### src/rtl/rxopc_pkg.sv
// shared constants and types for the receive observation path control
package rxopc_pkg;
    // input selector codes for one receive channel
    typedef enum logic [1:0] {
        rxopc_in_port_a,
        rxopc_in_port_b,
        rxopc_in_internal,
        rxopc_in_external
    } rxopc_input_t;

    // loopback kinds requested for tracking calibration
    localparam logic [1:0] LOOP_NONE = 2'h0;
    localparam logic [1:0] LOOP_INTERNAL = 2'h1;
    localparam logic [1:0] LOOP_PRE_AMP = 2'h2;
    localparam logic [1:0] LOOP_POST_AMP = 2'h3;

    // register offsets of the controller
    localparam logic [7:0] OFF_CTRL = 8'h00;
    localparam logic [7:0] OFF_SLEEP = 8'h04;
    localparam logic [7:0] OFF_DETECT = 8'h08;
    localparam logic [7:0] OFF_STATUS = 8'h0C;
    localparam logic [7:0] OFF_OBS = 8'h10;

    // control register field positions
    localparam int CTRL_MON_EN = 0;
    localparam int CTRL_MAIN_B = 1;
    localparam int CTRL_DYN_SW = 2;
    localparam int CTRL_DET_METHOD = 3;
    localparam int CTRL_EXT_DPD = 4;
    localparam int CTRL_CH_SEL = 5;
    localparam int CTRL_CLR_DET = 6;

    // observation register field positions
    localparam int OBS_REQ = 0;
    localparam int OBS_LOOP_LSB = 1;
    localparam int OBS_PREDIST = 3;
    localparam int OBS_CARRIER_HI = 4;

    // reset values
    localparam logic [31:0] CTRL_RESET = 32'h0000_0000;
    localparam logic [15:0] SLEEP_RESET = 16'h0040;
    localparam logic [15:0] DETECT_RESET = 16'h0010;
    localparam int CNT_W = 16;
endpackage

### src/rtl/rxopc_if.sv
// link between the baseband-side controller and the channel control logic
`timescale 1ns/1ns
`default_nettype none
interface rxopc_if;
    logic mon_en;
    logic [15:0] sleep_len;
    logic [15:0] detect_len;
    logic det_method;
    logic main_port_b;
    logic dyn_switch;
    logic carrier_hi;
    logic ext_dpd;
    logic [1:0] obs_req;
    logic [1:0] loop_kind;
    logic predist;
    logic mon_sleep;
    logic mon_detect;
    logic sig_detected;
    logic [1:0] obs_active;
    logic [1:0] loop_refused;

    modport device (
        input mon_en, sleep_len, detect_len, det_method, main_port_b, dyn_switch,
        input carrier_hi, ext_dpd, obs_req, loop_kind, predist,
        output mon_sleep, mon_detect, sig_detected, obs_active, loop_refused
    );
    modport host (
        output mon_en, sleep_len, detect_len, det_method, main_port_b, dyn_switch,
        output carrier_hi, ext_dpd, obs_req, loop_kind, predist,
        input mon_sleep, mon_detect, sig_detected, obs_active, loop_refused
    );
endinterface
`default_nettype wire

### src/rtl/rxopc_channel.sv
// input selection and observation arbitration for one receive channel
`timescale 1ns/1ns
`default_nettype none
module rxopc_channel (
    // clock and reset
    input wire logic pclk,
    input wire logic presetn,
    // configuration
    input wire logic main_port_b,
    input wire logic dyn_switch,
    input wire logic carrier_hi,
    input wire logic ext_dpd,
    input wire logic monitor_detect,
    // observation request for the own-side transmitter
    input wire logic obs_req,
    input wire logic [1:0] loop_kind,
    input wire logic predist,
    input wire logic rx_busy,
    // results
    output rxopc_pkg::rxopc_input_t input_sel,
    output logic external_loop_pre_amp,
    output logic external_loop_post_amp,
    output logic internal_loopback_path,
    output logic obs_active,
    output logic loop_refused
);
    rxopc_pkg::rxopc_input_t sel_reg, sel_next;
    logic pre_reg, pre_next, post_reg, post_next, ilb_reg, ilb_next;
    logic obs_reg, obs_next, ref_reg, ref_next;
    logic [1:0] kind;

    always_comb begin
        // predistortion forces the post-amp loop; without it, post-amp is used only with ext_dpd
        if (predist) begin
            kind = rxopc_pkg::LOOP_POST_AMP;
        end else if (loop_kind == rxopc_pkg::LOOP_POST_AMP && !ext_dpd) begin
            // without ext_dpd a post-amp request falls back to the internal loop
            kind = rxopc_pkg::LOOP_INTERNAL;
        end else begin
            kind = loop_kind;
        end
        pre_next = 1'b0;
        post_next = 1'b0;
        ilb_next = 1'b0;
        ref_next = 1'b0;
        // observation only while no reception runs: waits, not dropped
        obs_next = obs_req && !rx_busy && !monitor_detect;
        if (dyn_switch) begin
            sel_next = carrier_hi ? rxopc_pkg::rxopc_in_port_b
                                  : rxopc_pkg::rxopc_in_port_a;
        end else begin
            sel_next = main_port_b ? rxopc_pkg::rxopc_in_port_b
                                   : rxopc_pkg::rxopc_in_port_a;
        end
        if (obs_next) begin
            if (kind == rxopc_pkg::LOOP_INTERNAL || kind == rxopc_pkg::LOOP_NONE) begin
                ilb_next = 1'b1;
                sel_next = rxopc_pkg::rxopc_in_internal;
            end else if (dyn_switch) begin
                ref_next = 1'b1;
                obs_next = 1'b0;
            end else begin
                // both external loops share the non-main port, one at a time
                pre_next = (kind == rxopc_pkg::LOOP_PRE_AMP);
                post_next = (kind == rxopc_pkg::LOOP_POST_AMP);
                sel_next = rxopc_pkg::rxopc_in_external;
            end
        end
    end

    always_ff @(posedge pclk or negedge presetn) begin
        if (!presetn) begin
            sel_reg <= rxopc_pkg::rxopc_in_port_a;
            pre_reg <= 1'b0;
            post_reg <= 1'b0;
            ilb_reg <= 1'b0;
            obs_reg <= 1'b0;
            ref_reg <= 1'b0;
        end else begin
            sel_reg <= sel_next;
            pre_reg <= pre_next;
            post_reg <= post_next;
            ilb_reg <= ilb_next;
            obs_reg <= obs_next;
            ref_reg <= ref_next;
        end
    end

    // with ext_dpd the user owns the observer; the device only routes it
    assign input_sel = sel_reg;
    assign external_loop_pre_amp = pre_reg;
    assign external_loop_post_amp = post_reg;
    assign internal_loopback_path = ilb_reg;
    assign obs_active = obs_reg;
    assign loop_refused = ref_reg;
endmodule
`default_nettype wire

### src/rtl/rxopc_device.sv
// device end: monitor sequencer and both receive channels
// Notes on behaviour
// - monitor enabled: loop sleep and detect
// - sleep minimal, leave after sleep interval
// - detect enables receiver, runs detection
// - signal found: exit loop, resume reception
// - nothing found: back to sleep
// - host programs cycle before enabling monitor
// - host should make sleep longer than detect
// - three inputs: internal loop, port a, b
// - one port main, other takes external loop
// - dynamic switching picks port by carrier
// - dynamic switching covers both channels
// - no external loop under dynamic switching
// - never both external loops together
// - channel n observes only transmitter n
// - observe only while reception is idle
// - predistortion uses post-amp loop; with ext_dpd the requested loop is used
// - internal predistortion: device switches roles
// - external predistortion: host owns observer
// - device configures observer gain itself, only without ext_dpd
// - tracking shares time with reception
// - host keeps amplifier off in pre-amp calibration
`timescale 1ns/1ns
`default_nettype none
module rxopc_device (
    // clock and reset
    input wire logic pclk,
    input wire logic presetn,
    // link to the controller
    rxopc_if.device lnk,
    // radio side status
    input wire logic [1:0] rx_busy,
    input wire logic signal_present,
    // radio side controls
    output logic monitor_rx_enable,
    output logic [1:0] channel1_input,
    output logic [1:0] channel2_input,
    output logic [1:0] external_loop_pre_amp,
    output logic [1:0] external_loop_post_amp,
    output logic [1:0] internal_loopback_path,
    output logic [1:0] observation_gain_auto
);
    typedef enum logic [1:0] {mon_idle, mon_sleep, mon_detect, mon_found} rxopc_mon_t;
    rxopc_mon_t st_reg, st_next;
    logic [rxopc_pkg::CNT_W-1:0] cnt_reg, cnt_next;
    logic det_reg, det_next;
    logic [1:0] obs_act, refused;
    rxopc_pkg::rxopc_input_t sel [2];

    always_comb begin
        st_next = st_reg;
        cnt_next = cnt_reg;
        det_next = det_reg;
        if (!lnk.mon_en) begin
            det_next = 1'b0;
        end
        case (st_reg)
            mon_idle: begin
                if (lnk.mon_en) begin
                    st_next = mon_sleep;
                    cnt_next = lnk.sleep_len;
                end
            end
            mon_sleep: begin
                if (!lnk.mon_en) begin
                    st_next = mon_idle;
                end else if (cnt_reg <= 16'h0001) begin
                    st_next = mon_detect;
                    cnt_next = lnk.detect_len;
                end else begin
                    cnt_next = cnt_reg - 16'h0001;
                end
            end
            mon_detect: begin
                if (!lnk.mon_en) begin
                    st_next = mon_idle;
                end else if (signal_present) begin
                    st_next = mon_found;
                    det_next = 1'b1;
                end else if (cnt_reg <= 16'h0001) begin
                    st_next = mon_sleep;
                    cnt_next = lnk.sleep_len;
                end else begin
                    cnt_next = cnt_reg - 16'h0001;
                end
            end
            mon_found: begin
                // normal reception resumes until the host drops the enable
                if (!lnk.mon_en) begin
                    st_next = mon_idle;
                end
            end
            default: st_next = mon_idle;
        endcase
    end

    always_ff @(posedge pclk or negedge presetn) begin
        if (!presetn) begin
            st_reg <= mon_idle;
            cnt_reg <= '0;
            det_reg <= 1'b0;
        end else begin
            st_reg <= st_next;
            cnt_reg <= cnt_next;
            det_reg <= det_next;
        end
    end

    // a single dynamic switch bit feeds both channels
    for (genvar c = 0; c < 2; c++) begin : g_ch
        rxopc_channel u_ch (
            .pclk(pclk),
            .presetn(presetn),
            .main_port_b(lnk.main_port_b),
            .dyn_switch(lnk.dyn_switch),
            .carrier_hi(lnk.carrier_hi),
            .ext_dpd(lnk.ext_dpd),
            .monitor_detect(st_reg == mon_detect && c == 0),
            .obs_req(lnk.obs_req[c]),
            .loop_kind(lnk.loop_kind),
            .predist(lnk.predist && !lnk.ext_dpd),
            .rx_busy(rx_busy[c]),
            .input_sel(sel[c]),
            .external_loop_pre_amp(external_loop_pre_amp[c]),
            .external_loop_post_amp(external_loop_post_amp[c]),
            .internal_loopback_path(internal_loopback_path[c]),
            .obs_active(obs_act[c]),
            .loop_refused(refused[c])
        );
    end

    assign monitor_rx_enable = (st_reg == mon_detect);
    assign channel1_input = sel[0];
    assign channel2_input = sel[1];
    // device sets gain when it owns the observer
    assign observation_gain_auto = obs_act & {2{!lnk.ext_dpd}};
    assign lnk.mon_sleep = (st_reg == mon_sleep);
    assign lnk.mon_detect = (st_reg == mon_detect);
    assign lnk.sig_detected = det_reg;
    assign lnk.obs_active = obs_act;
    assign lnk.loop_refused = refused;
endmodule
`default_nettype wire

### src/flat_wrapper.sv
// flat-port wrapper written by rule: the top's interface ports become plain ports
module rxopc_device_flat 
  (pclk, presetn, rx_busy, signal_present, monitor_rx_enable, channel1_input, channel2_input, external_loop_pre_amp, external_loop_post_amp, internal_loopback_path, observation_gain_auto, lnk_mon_en, lnk_sleep_len, lnk_detect_len, lnk_det_method, lnk_main_port_b, lnk_dyn_switch, lnk_carrier_hi, lnk_ext_dpd, lnk_obs_req, lnk_loop_kind, lnk_predist, lnk_mon_sleep, lnk_mon_detect, lnk_sig_detected, lnk_obs_active, lnk_loop_refused);
  rxopc_if lnk_i ();
  input wire logic pclk;
  input wire logic presetn;
  input wire logic [1:0] rx_busy;
  input wire logic signal_present;
  output logic monitor_rx_enable;
  output logic [1:0] channel1_input;
  output logic [1:0] channel2_input;
  output logic [1:0] external_loop_pre_amp;
  output logic [1:0] external_loop_post_amp;
  output logic [1:0] internal_loopback_path;
  output logic [1:0] observation_gain_auto;
  input wire logic [$bits(lnk_i.mon_en)-1:0] lnk_mon_en;
  input wire logic [$bits(lnk_i.sleep_len)-1:0] lnk_sleep_len;
  input wire logic [$bits(lnk_i.detect_len)-1:0] lnk_detect_len;
  input wire logic [$bits(lnk_i.det_method)-1:0] lnk_det_method;
  input wire logic [$bits(lnk_i.main_port_b)-1:0] lnk_main_port_b;
  input wire logic [$bits(lnk_i.dyn_switch)-1:0] lnk_dyn_switch;
  input wire logic [$bits(lnk_i.carrier_hi)-1:0] lnk_carrier_hi;
  input wire logic [$bits(lnk_i.ext_dpd)-1:0] lnk_ext_dpd;
  input wire logic [$bits(lnk_i.obs_req)-1:0] lnk_obs_req;
  input wire logic [$bits(lnk_i.loop_kind)-1:0] lnk_loop_kind;
  input wire logic [$bits(lnk_i.predist)-1:0] lnk_predist;
  output wire logic [$bits(lnk_i.mon_sleep)-1:0] lnk_mon_sleep;
  output wire logic [$bits(lnk_i.mon_detect)-1:0] lnk_mon_detect;
  output wire logic [$bits(lnk_i.sig_detected)-1:0] lnk_sig_detected;
  output wire logic [$bits(lnk_i.obs_active)-1:0] lnk_obs_active;
  output wire logic [$bits(lnk_i.loop_refused)-1:0] lnk_loop_refused;
  assign lnk_i.mon_en = lnk_mon_en;
  assign lnk_i.sleep_len = lnk_sleep_len;
  assign lnk_i.detect_len = lnk_detect_len;
  assign lnk_i.det_method = lnk_det_method;
  assign lnk_i.main_port_b = lnk_main_port_b;
  assign lnk_i.dyn_switch = lnk_dyn_switch;
  assign lnk_i.carrier_hi = lnk_carrier_hi;
  assign lnk_i.ext_dpd = lnk_ext_dpd;
  assign lnk_i.obs_req = lnk_obs_req;
  assign lnk_i.loop_kind = lnk_loop_kind;
  assign lnk_i.predist = lnk_predist;
  assign lnk_mon_sleep = lnk_i.mon_sleep;
  assign lnk_mon_detect = lnk_i.mon_detect;
  assign lnk_sig_detected = lnk_i.sig_detected;
  assign lnk_obs_active = lnk_i.obs_active;
  assign lnk_loop_refused = lnk_i.loop_refused;
  rxopc_device u_core (.pclk(pclk), .presetn(presetn), .lnk(lnk_i), .rx_busy(rx_busy), .signal_present(signal_present), .monitor_rx_enable(monitor_rx_enable), .channel1_input(channel1_input), .channel2_input(channel2_input), .external_loop_pre_amp(external_loop_pre_amp), .external_loop_post_amp(external_loop_post_amp), .internal_loopback_path(internal_loopback_path), .observation_gain_auto(observation_gain_auto));
endmodule
### config.mk
export PLATFORM = sky130hd
export DESIGN_NAME = rxopc_device_flat
export DESIGN_NICKNAME = d
export VERILOG_FILES = /design/src/rtl/rxopc_pkg.sv /design/src/rtl/rxopc_if.sv /design/src/rtl/rxopc_channel.sv /design/src/rtl/rxopc_device.sv /design/src/flat_wrapper.sv
export SDC_FILE = /design/constraint.sdc
export NUM_CORES = 1
export LEC_CHECK = 0
export ABC_AREA = 1
export CAP_MARGIN = 40
export CORE_UTILIZATION = 54
export DETAILED_ROUTE_END_ITERATION = 8
export DONT_BUFFER_PORTS = 1
export GPL_TIMING_DRIVEN = 1
export PLACE_DENSITY = 0.69
export SYNTH_ARGS = -nofsm -noshare
export SYNTH_HDL_FRONTEND = slang
export SYNTH_HIERARCHICAL = 1
export SYNTH_SLANG_ARGS = --single-unit
### constraint.sdc
create_clock -name pclk -period 2.45 [get_ports pclk]
set_clock_uncertainty 0.05 [all_clocks]
set_input_delay 0.245 -clock pclk [delete_from_list [all_inputs] [get_ports pclk]]
set_output_delay 0.245 -clock pclk [all_outputs]
set_load 0.01 [all_outputs]
Word level (Yosys, flattened, before mapping):

Index checks and enable logic that the tools add are counted.

* $add $sub $neg: 1
* magnitude comparators: 1
* eq/ne operators: 14
* mux-type cells: 47
* bitwise logic cells: 1
* reduce and logical (&&, ||, !) cells: 15

Operator list (number)
* $mux W16: 6
* $pmux W16 S3: 1
* $mux W2: 14
* $mux W1: 25
* $le A16 B1 Y1 const B: 1
* $sub A16 B1 Y16 const B: 1
* $eq A2 B2 Y1 const B: 5
* $ne A2 B2 Y1 const B: 5
* $pmux W2 S4: 1
* $logic_and A1 B1 Y1: 5
* $reduce_and A5 Y1: 1
* $eq A2 B1 Y1 const B: 2
* $logic_not A1 Y1: 4
* $logic_not A2 Y1: 2
* $ne A4 B3 Y1 const B: 1
* $reduce_and A4 Y1: 1
* $ne A3 B2 Y1 const B: 1
* $reduce_bool A3 Y1: 1
* $and A2 B2 Y2: 1
* $logic_or A1 B1 Y1: 1

* bits in registers: 33
* bits of input ports: 48
* output and inout bits: 20

Depth between registers and ports, before layout:

* word-level depth: 8
* mapped depth: 11
* mapped depth without buffers: 11

Modules after synthesis:

Netlist, hierarchy kept.

Modules (own cells, without submodules)
* rxopc_device: times used 1, cells each 320, area an instance 2001.9 um2, seq. area each 475.5 um2
* rxopc_channel: times used 2, cells each 31, area an instance 267.8 um2, seq. area each 150.1 um2

Worst setup path before layout:

Ideal clock, no wire load.

* path type: flip-flop to flip-flop
* start point: register u_core.st_reg[1]
* end point: register u_core/cnt_reg[0] (netlist name)
* arrival time: 1.600 ns
* slack: 0.678 ns
* cell stages (with the launch flop): 11
* period minus slack after synthesis: 1.772 ns
* cell sequence: dfrtp_1 inv_1 ha_1 buf_4 inv_2 nand2_2 o21ai_1 nand3_2 buf_2 a21oi_1 a21oi_2

* longest elaborated chain between the ends: 3

RTL lines
* start, declared: line rxopc_device.sv:45 `rxopc_mon_t st_reg, st_next;`
* start signal, assigned: line rxopc_device.sv:100 `st_reg <= mon_idle;`
* start signal, assigned: line rxopc_device.sv:104 `st_reg <= st_next;`
* $eq A2 B1 Y1 *
* net lnk_mon_sleep: line flat_wrapper.sv:27 `output wire logic [$bits(lnk_i.mon_sleep)-1:0] lnk_mon_sleep;`
* $ne A2 B2 Y1 (no line) or $reduce_bool A3 Y1 (tied branches)
* $reduce_and A5 Y1 (no line)
* end signal, assigned: line rxopc_device.sv:105 `cnt_reg <= cnt_next;`
* end, declared: line rxopc_device.sv:46 `logic [rxopc_pkg::CNT_W-1:0] cnt_reg, cnt_next;`

The timed path passes the listed nets; every way through them passes the cells marked *.
A chain may end at the register's enable or synchronous reset.

Final worst setup path:

* start point: register u_core.st_reg[0]
* end point: register u_core/cnt_reg[13] (netlist name)

* longest elaborated chain between the ends: 3

RTL lines
* $eq A2 B2 Y1 *
* net lnk_mon_detect: line flat_wrapper.sv:28 `output wire logic [$bits(lnk_i.mon_detect)-1:0] lnk_mon_detect;`
* $ne A2 B2 Y1 (no line) or $reduce_bool A3 Y1 (tied branches)
* $reduce_and A5 Y1 (no line)

Marked as above.

==> summary.md <==
| Metric | Value |
|---|---|
| Die Span X | `~71 um` |
| CP max stage cell | `dfrtp_1` |
| Number of setup buffers added after CTS | `0` |
| Die area | `between 4000 and 5000 um2` |
| Post_cts resized | `0` |
| Ratio of final minimum period to clock period | `between 80% and 90%` |
| Post-route antenna net violation count | `0` |
| Routed vias | `between 2,000 and 2,500` |
| Synth Net Count | `approximately 440` |
| Final setup violating endpoints | `0` |
| # nets final | `approximately 440` |
| Number of global-route vias before repair | `approximately 2,400` |
| Root buffer cell | `clkbuf_8` |
| Number of max-cap violations | `0` |
| Number of synthesized register bits | `31` |
| Internal | `approximately 1.7 mW` |
| Clk Latency, worst-skew pair | `between 0.2 and 0.3 ns` |
| Total Routing Usage GR | `a little over a quarter` |
| Most frequent CP cell | `nand2_1` |
| Hold slack | `approximately 0.019 ns` |
| Final Hold Fails | `0` |
| Max reg flops | `16` |
| CTS tree | `done` |
| Total Routed Length | `~6200 um` |
| Failing checks | `DRC` |
| Clock power frac | `between 10% and 20%` |
| Design Area, Final | `2750 um2` |
| Gpl congestion | `0.814` |
| Setup TNS | `0 ns` |
| Die extent in y | `between 70 and 80 um` |
| Sequential Power Share | `a little over a quarter` |
| # fillers | `approximately 440` |
| Largest net degree at the start of global routing | `32` |
| DR vias/cell | `~5.4` |
| FP Rows | `24` |
| Top_reg_cell synth | `dfrtp_1` |
| Status | `finished, violations left` |
| Slew Viols, Final | `0` |
| Setup ws final | `roughly 0.32 ns` |
| CP max FO | `18` |
| H-tree Lvls | `2` |
| Post-Syn Area | `roughly 2500 um2` |
| Met2 usage | `between 40% and 50%` |
| First-pass GRT wire length | `between 10,000 and 15,000 um` |
| Post-synth EDFFs | `0` |
| Comb pwr share | `a little under three fifths` |
| Total CTS buffers | `5` |
| Worst reg2reg startpoint | `u_core/st_reg[0]` |
| Post-Place Worst Slack | `between 0.3 and 0.4 ns` |
| Worst hold path type | `in -> reg` |
| DP HPWL | `4600 um` |
| Dominant cells by area after synthesis | `dfrtp_1 (31%), nand2_1 (16%), inv_1 (7.1%)` |
| Synth async-reset ratio | `100%` |
| Peak Freq | `roughly 470 MHz` |
| Worst r2r path cells | `10` |
| Final worst path period need | `approximately 2.1 ns` |
| Share of cells above drive strength 1 | `between 10 and 15%` |
| Type of origin of the critical path | `register` |
| Leakage Power | `approximately 1.4 nW` |
| Dpl cell area | `about 2600 um2` |
| CTS Buffer Depth | `2` |
| Iter 0 DRT Violations | `~150` |
| Starting Density | `a little under three fifths` |
| # DRC | `6` |
| FF/Latch Area | `slightly below 800 um2` |
| Initial antenna violation count | `0` |
| CP Cell Sequence | `inv_1, ha_1, inv_2, nand2_2, o21ai_1, nand3_2, buf_4, a21oi_1, nand2_1, nand2_1` |
| Worst setup startpoint | `u_core/st_reg[0]` |
| I/O Buffers | `0` |
| Core Footprint | `approximately 4400 um2` |
| Busiest grt layer | `met2` |
| Hold Path Origin | `lnk_dyn_switch` |
| Overflow after GRT | `0` |
| Switching share of power | `slightly below 50%` |
| DR WL/cell | `14.2 um` |
| Synth cell count leaders | `nand2_1 (109), inv_1 (48), nor2_1 (37)` |
| Cells after synthesis | `382` |
| Area grow syn2layout | `8.23%` |
| Count leader, synth | `nand2_1` |
| Hold path depth | `2` |
| Cell taking the most area after synthesis | `dfrtp_1` |
| CP Data Required Time | `between 2 and 3 ns` |
| Met3 usage | `7.55%` |
| Worst setup EP type | `register` |
| Synth top area share | `between 30% and 40%` |
| IO Pins | `around 70` |
| Hold-fix buffers at CTS | `2` |
| Worst vdd ir | `roughly 570 uV` |
| Met1 Track Usage GR | `32.3%` |
| Mapped Avg Cell Area | `approximately 6.6 um2` |
| Kind of critical path | `reg -> reg` |
| ANT cells | `0` |
| Area used by multi-input combinational logic | `1480 um2` |
| Clock transition at the registers of the reported paths | `around 0.07 ns` |
| Slowest cell delay on critical path | `~0.41 ns` |
| Library cells used by synthesis | `33` |
| Syn. warnings | `6` |
| RSZ-0062 raised after global routing | `no` |
| Psw | `between 1.5 and 2 mW` |
| Drt pass-1 iters | `6` |
| Sequential area share after synthesis | `slightly above 30%` |
| CP arrival | `approximately 2.3 ns` |
| Post-Route Utilization | `around 62%` |
| Clk sinks | `31` |
| Pwr/cell area | `1250 nW/um2` |
kinds of logic after synthesis:
family	after synthesis	share of synthesized area, %
and+or+nand+nor	219	41.2
buffers and inverters	69	10.9
AOI/OAI and AO/OA	49	11.5
DFF	31	30.6
adders and majority gates	8	3.94
xor gates and xnor gates	5	1.73
other	1	0.148
layout make-up:
cell class                 count  area share (%)
clock buffer                   5            2.51
clock inverter                 3            2.46
inverter                      58            7.93
multi-input combinational    282            54.0
sequential                    31            28.2
tap                           52            2.37
timing repair buffer           7            2.46
through the flow:
stage                     total power [mW]  instances
after floorplan                       2.39        382
after global routing                  3.73        438
after detailed placement              2.78        428
final                                 3.42        438
after CTS                             3.44        438
after global placement                2.75        428
layout by cell type (no fill, tap or decap), types with 2 or more instances in the layout:
cell and instances:
a21oi_1 17, a21oi_2 2, a31oi_1 2, buf_4 5, bufinv_16 2, clkbuf_8 5, dfrtp_1 31, ha_1 8
inv_1 48, inv_2 10, nand2_1 109, nand2_2 8, nand2_4 3, nand3_1 32, nand3_2 4, nand3b_1 3
nand4_1 8, nor2_1 37, nor2_2 6, nor2_4 4, nor2_8 2, o21ai_0 11, o21ai_1 10, o21bai_1 3
or2_1 2, xnor2_1 2, xor2_1 3
worst max-delay path, delay by kind of cell (launching register included):
family | cells | cell delay (ns)
compound gates | 2 | 0.23
fa+ha+maj | 1 | 0.30
buf+inv | 3 | 0.52
flops | 1 | 0.41
simple gates | 4 | 0.57
power groups by stage:
stage	registers (mW)	logic (mW)	clock network, mW
floorplan	0.853	1.54	0
global placement	0.908	1.84	0
detailed placement	0.906	1.88	0
CTS	0.900	1.91	0.627
global route	0.924	2.16	0.644
finish	0.904	1.91	0.613
final timing paths:
check	endpoint	slack, ns
hold / removal	u_core/g_ch[1].u_ch/loop_refused	0.02
hold reg to reg	u_core/cnt_reg[7]	0.53
setup reg to reg	u_core/cnt_reg[13]	0.32
setup / recovery	u_core/cnt_reg[13]	0.32
max in group asynchronous	u_core/cnt_reg[12]	1.81
min in group asynchronous	u_core/g_ch[0].u_ch/external_loop_pre_amp	0.36
per-layer routing:
metal	wire [um]	part of all wire [%]	vias up
met3	502	8.1	13
li1	-	-	1203
met4	108	1.7	0
met5	0	0	-
met1	2590	42	1079
met2	3020	49	82
(Power assumes the default switching activity.)
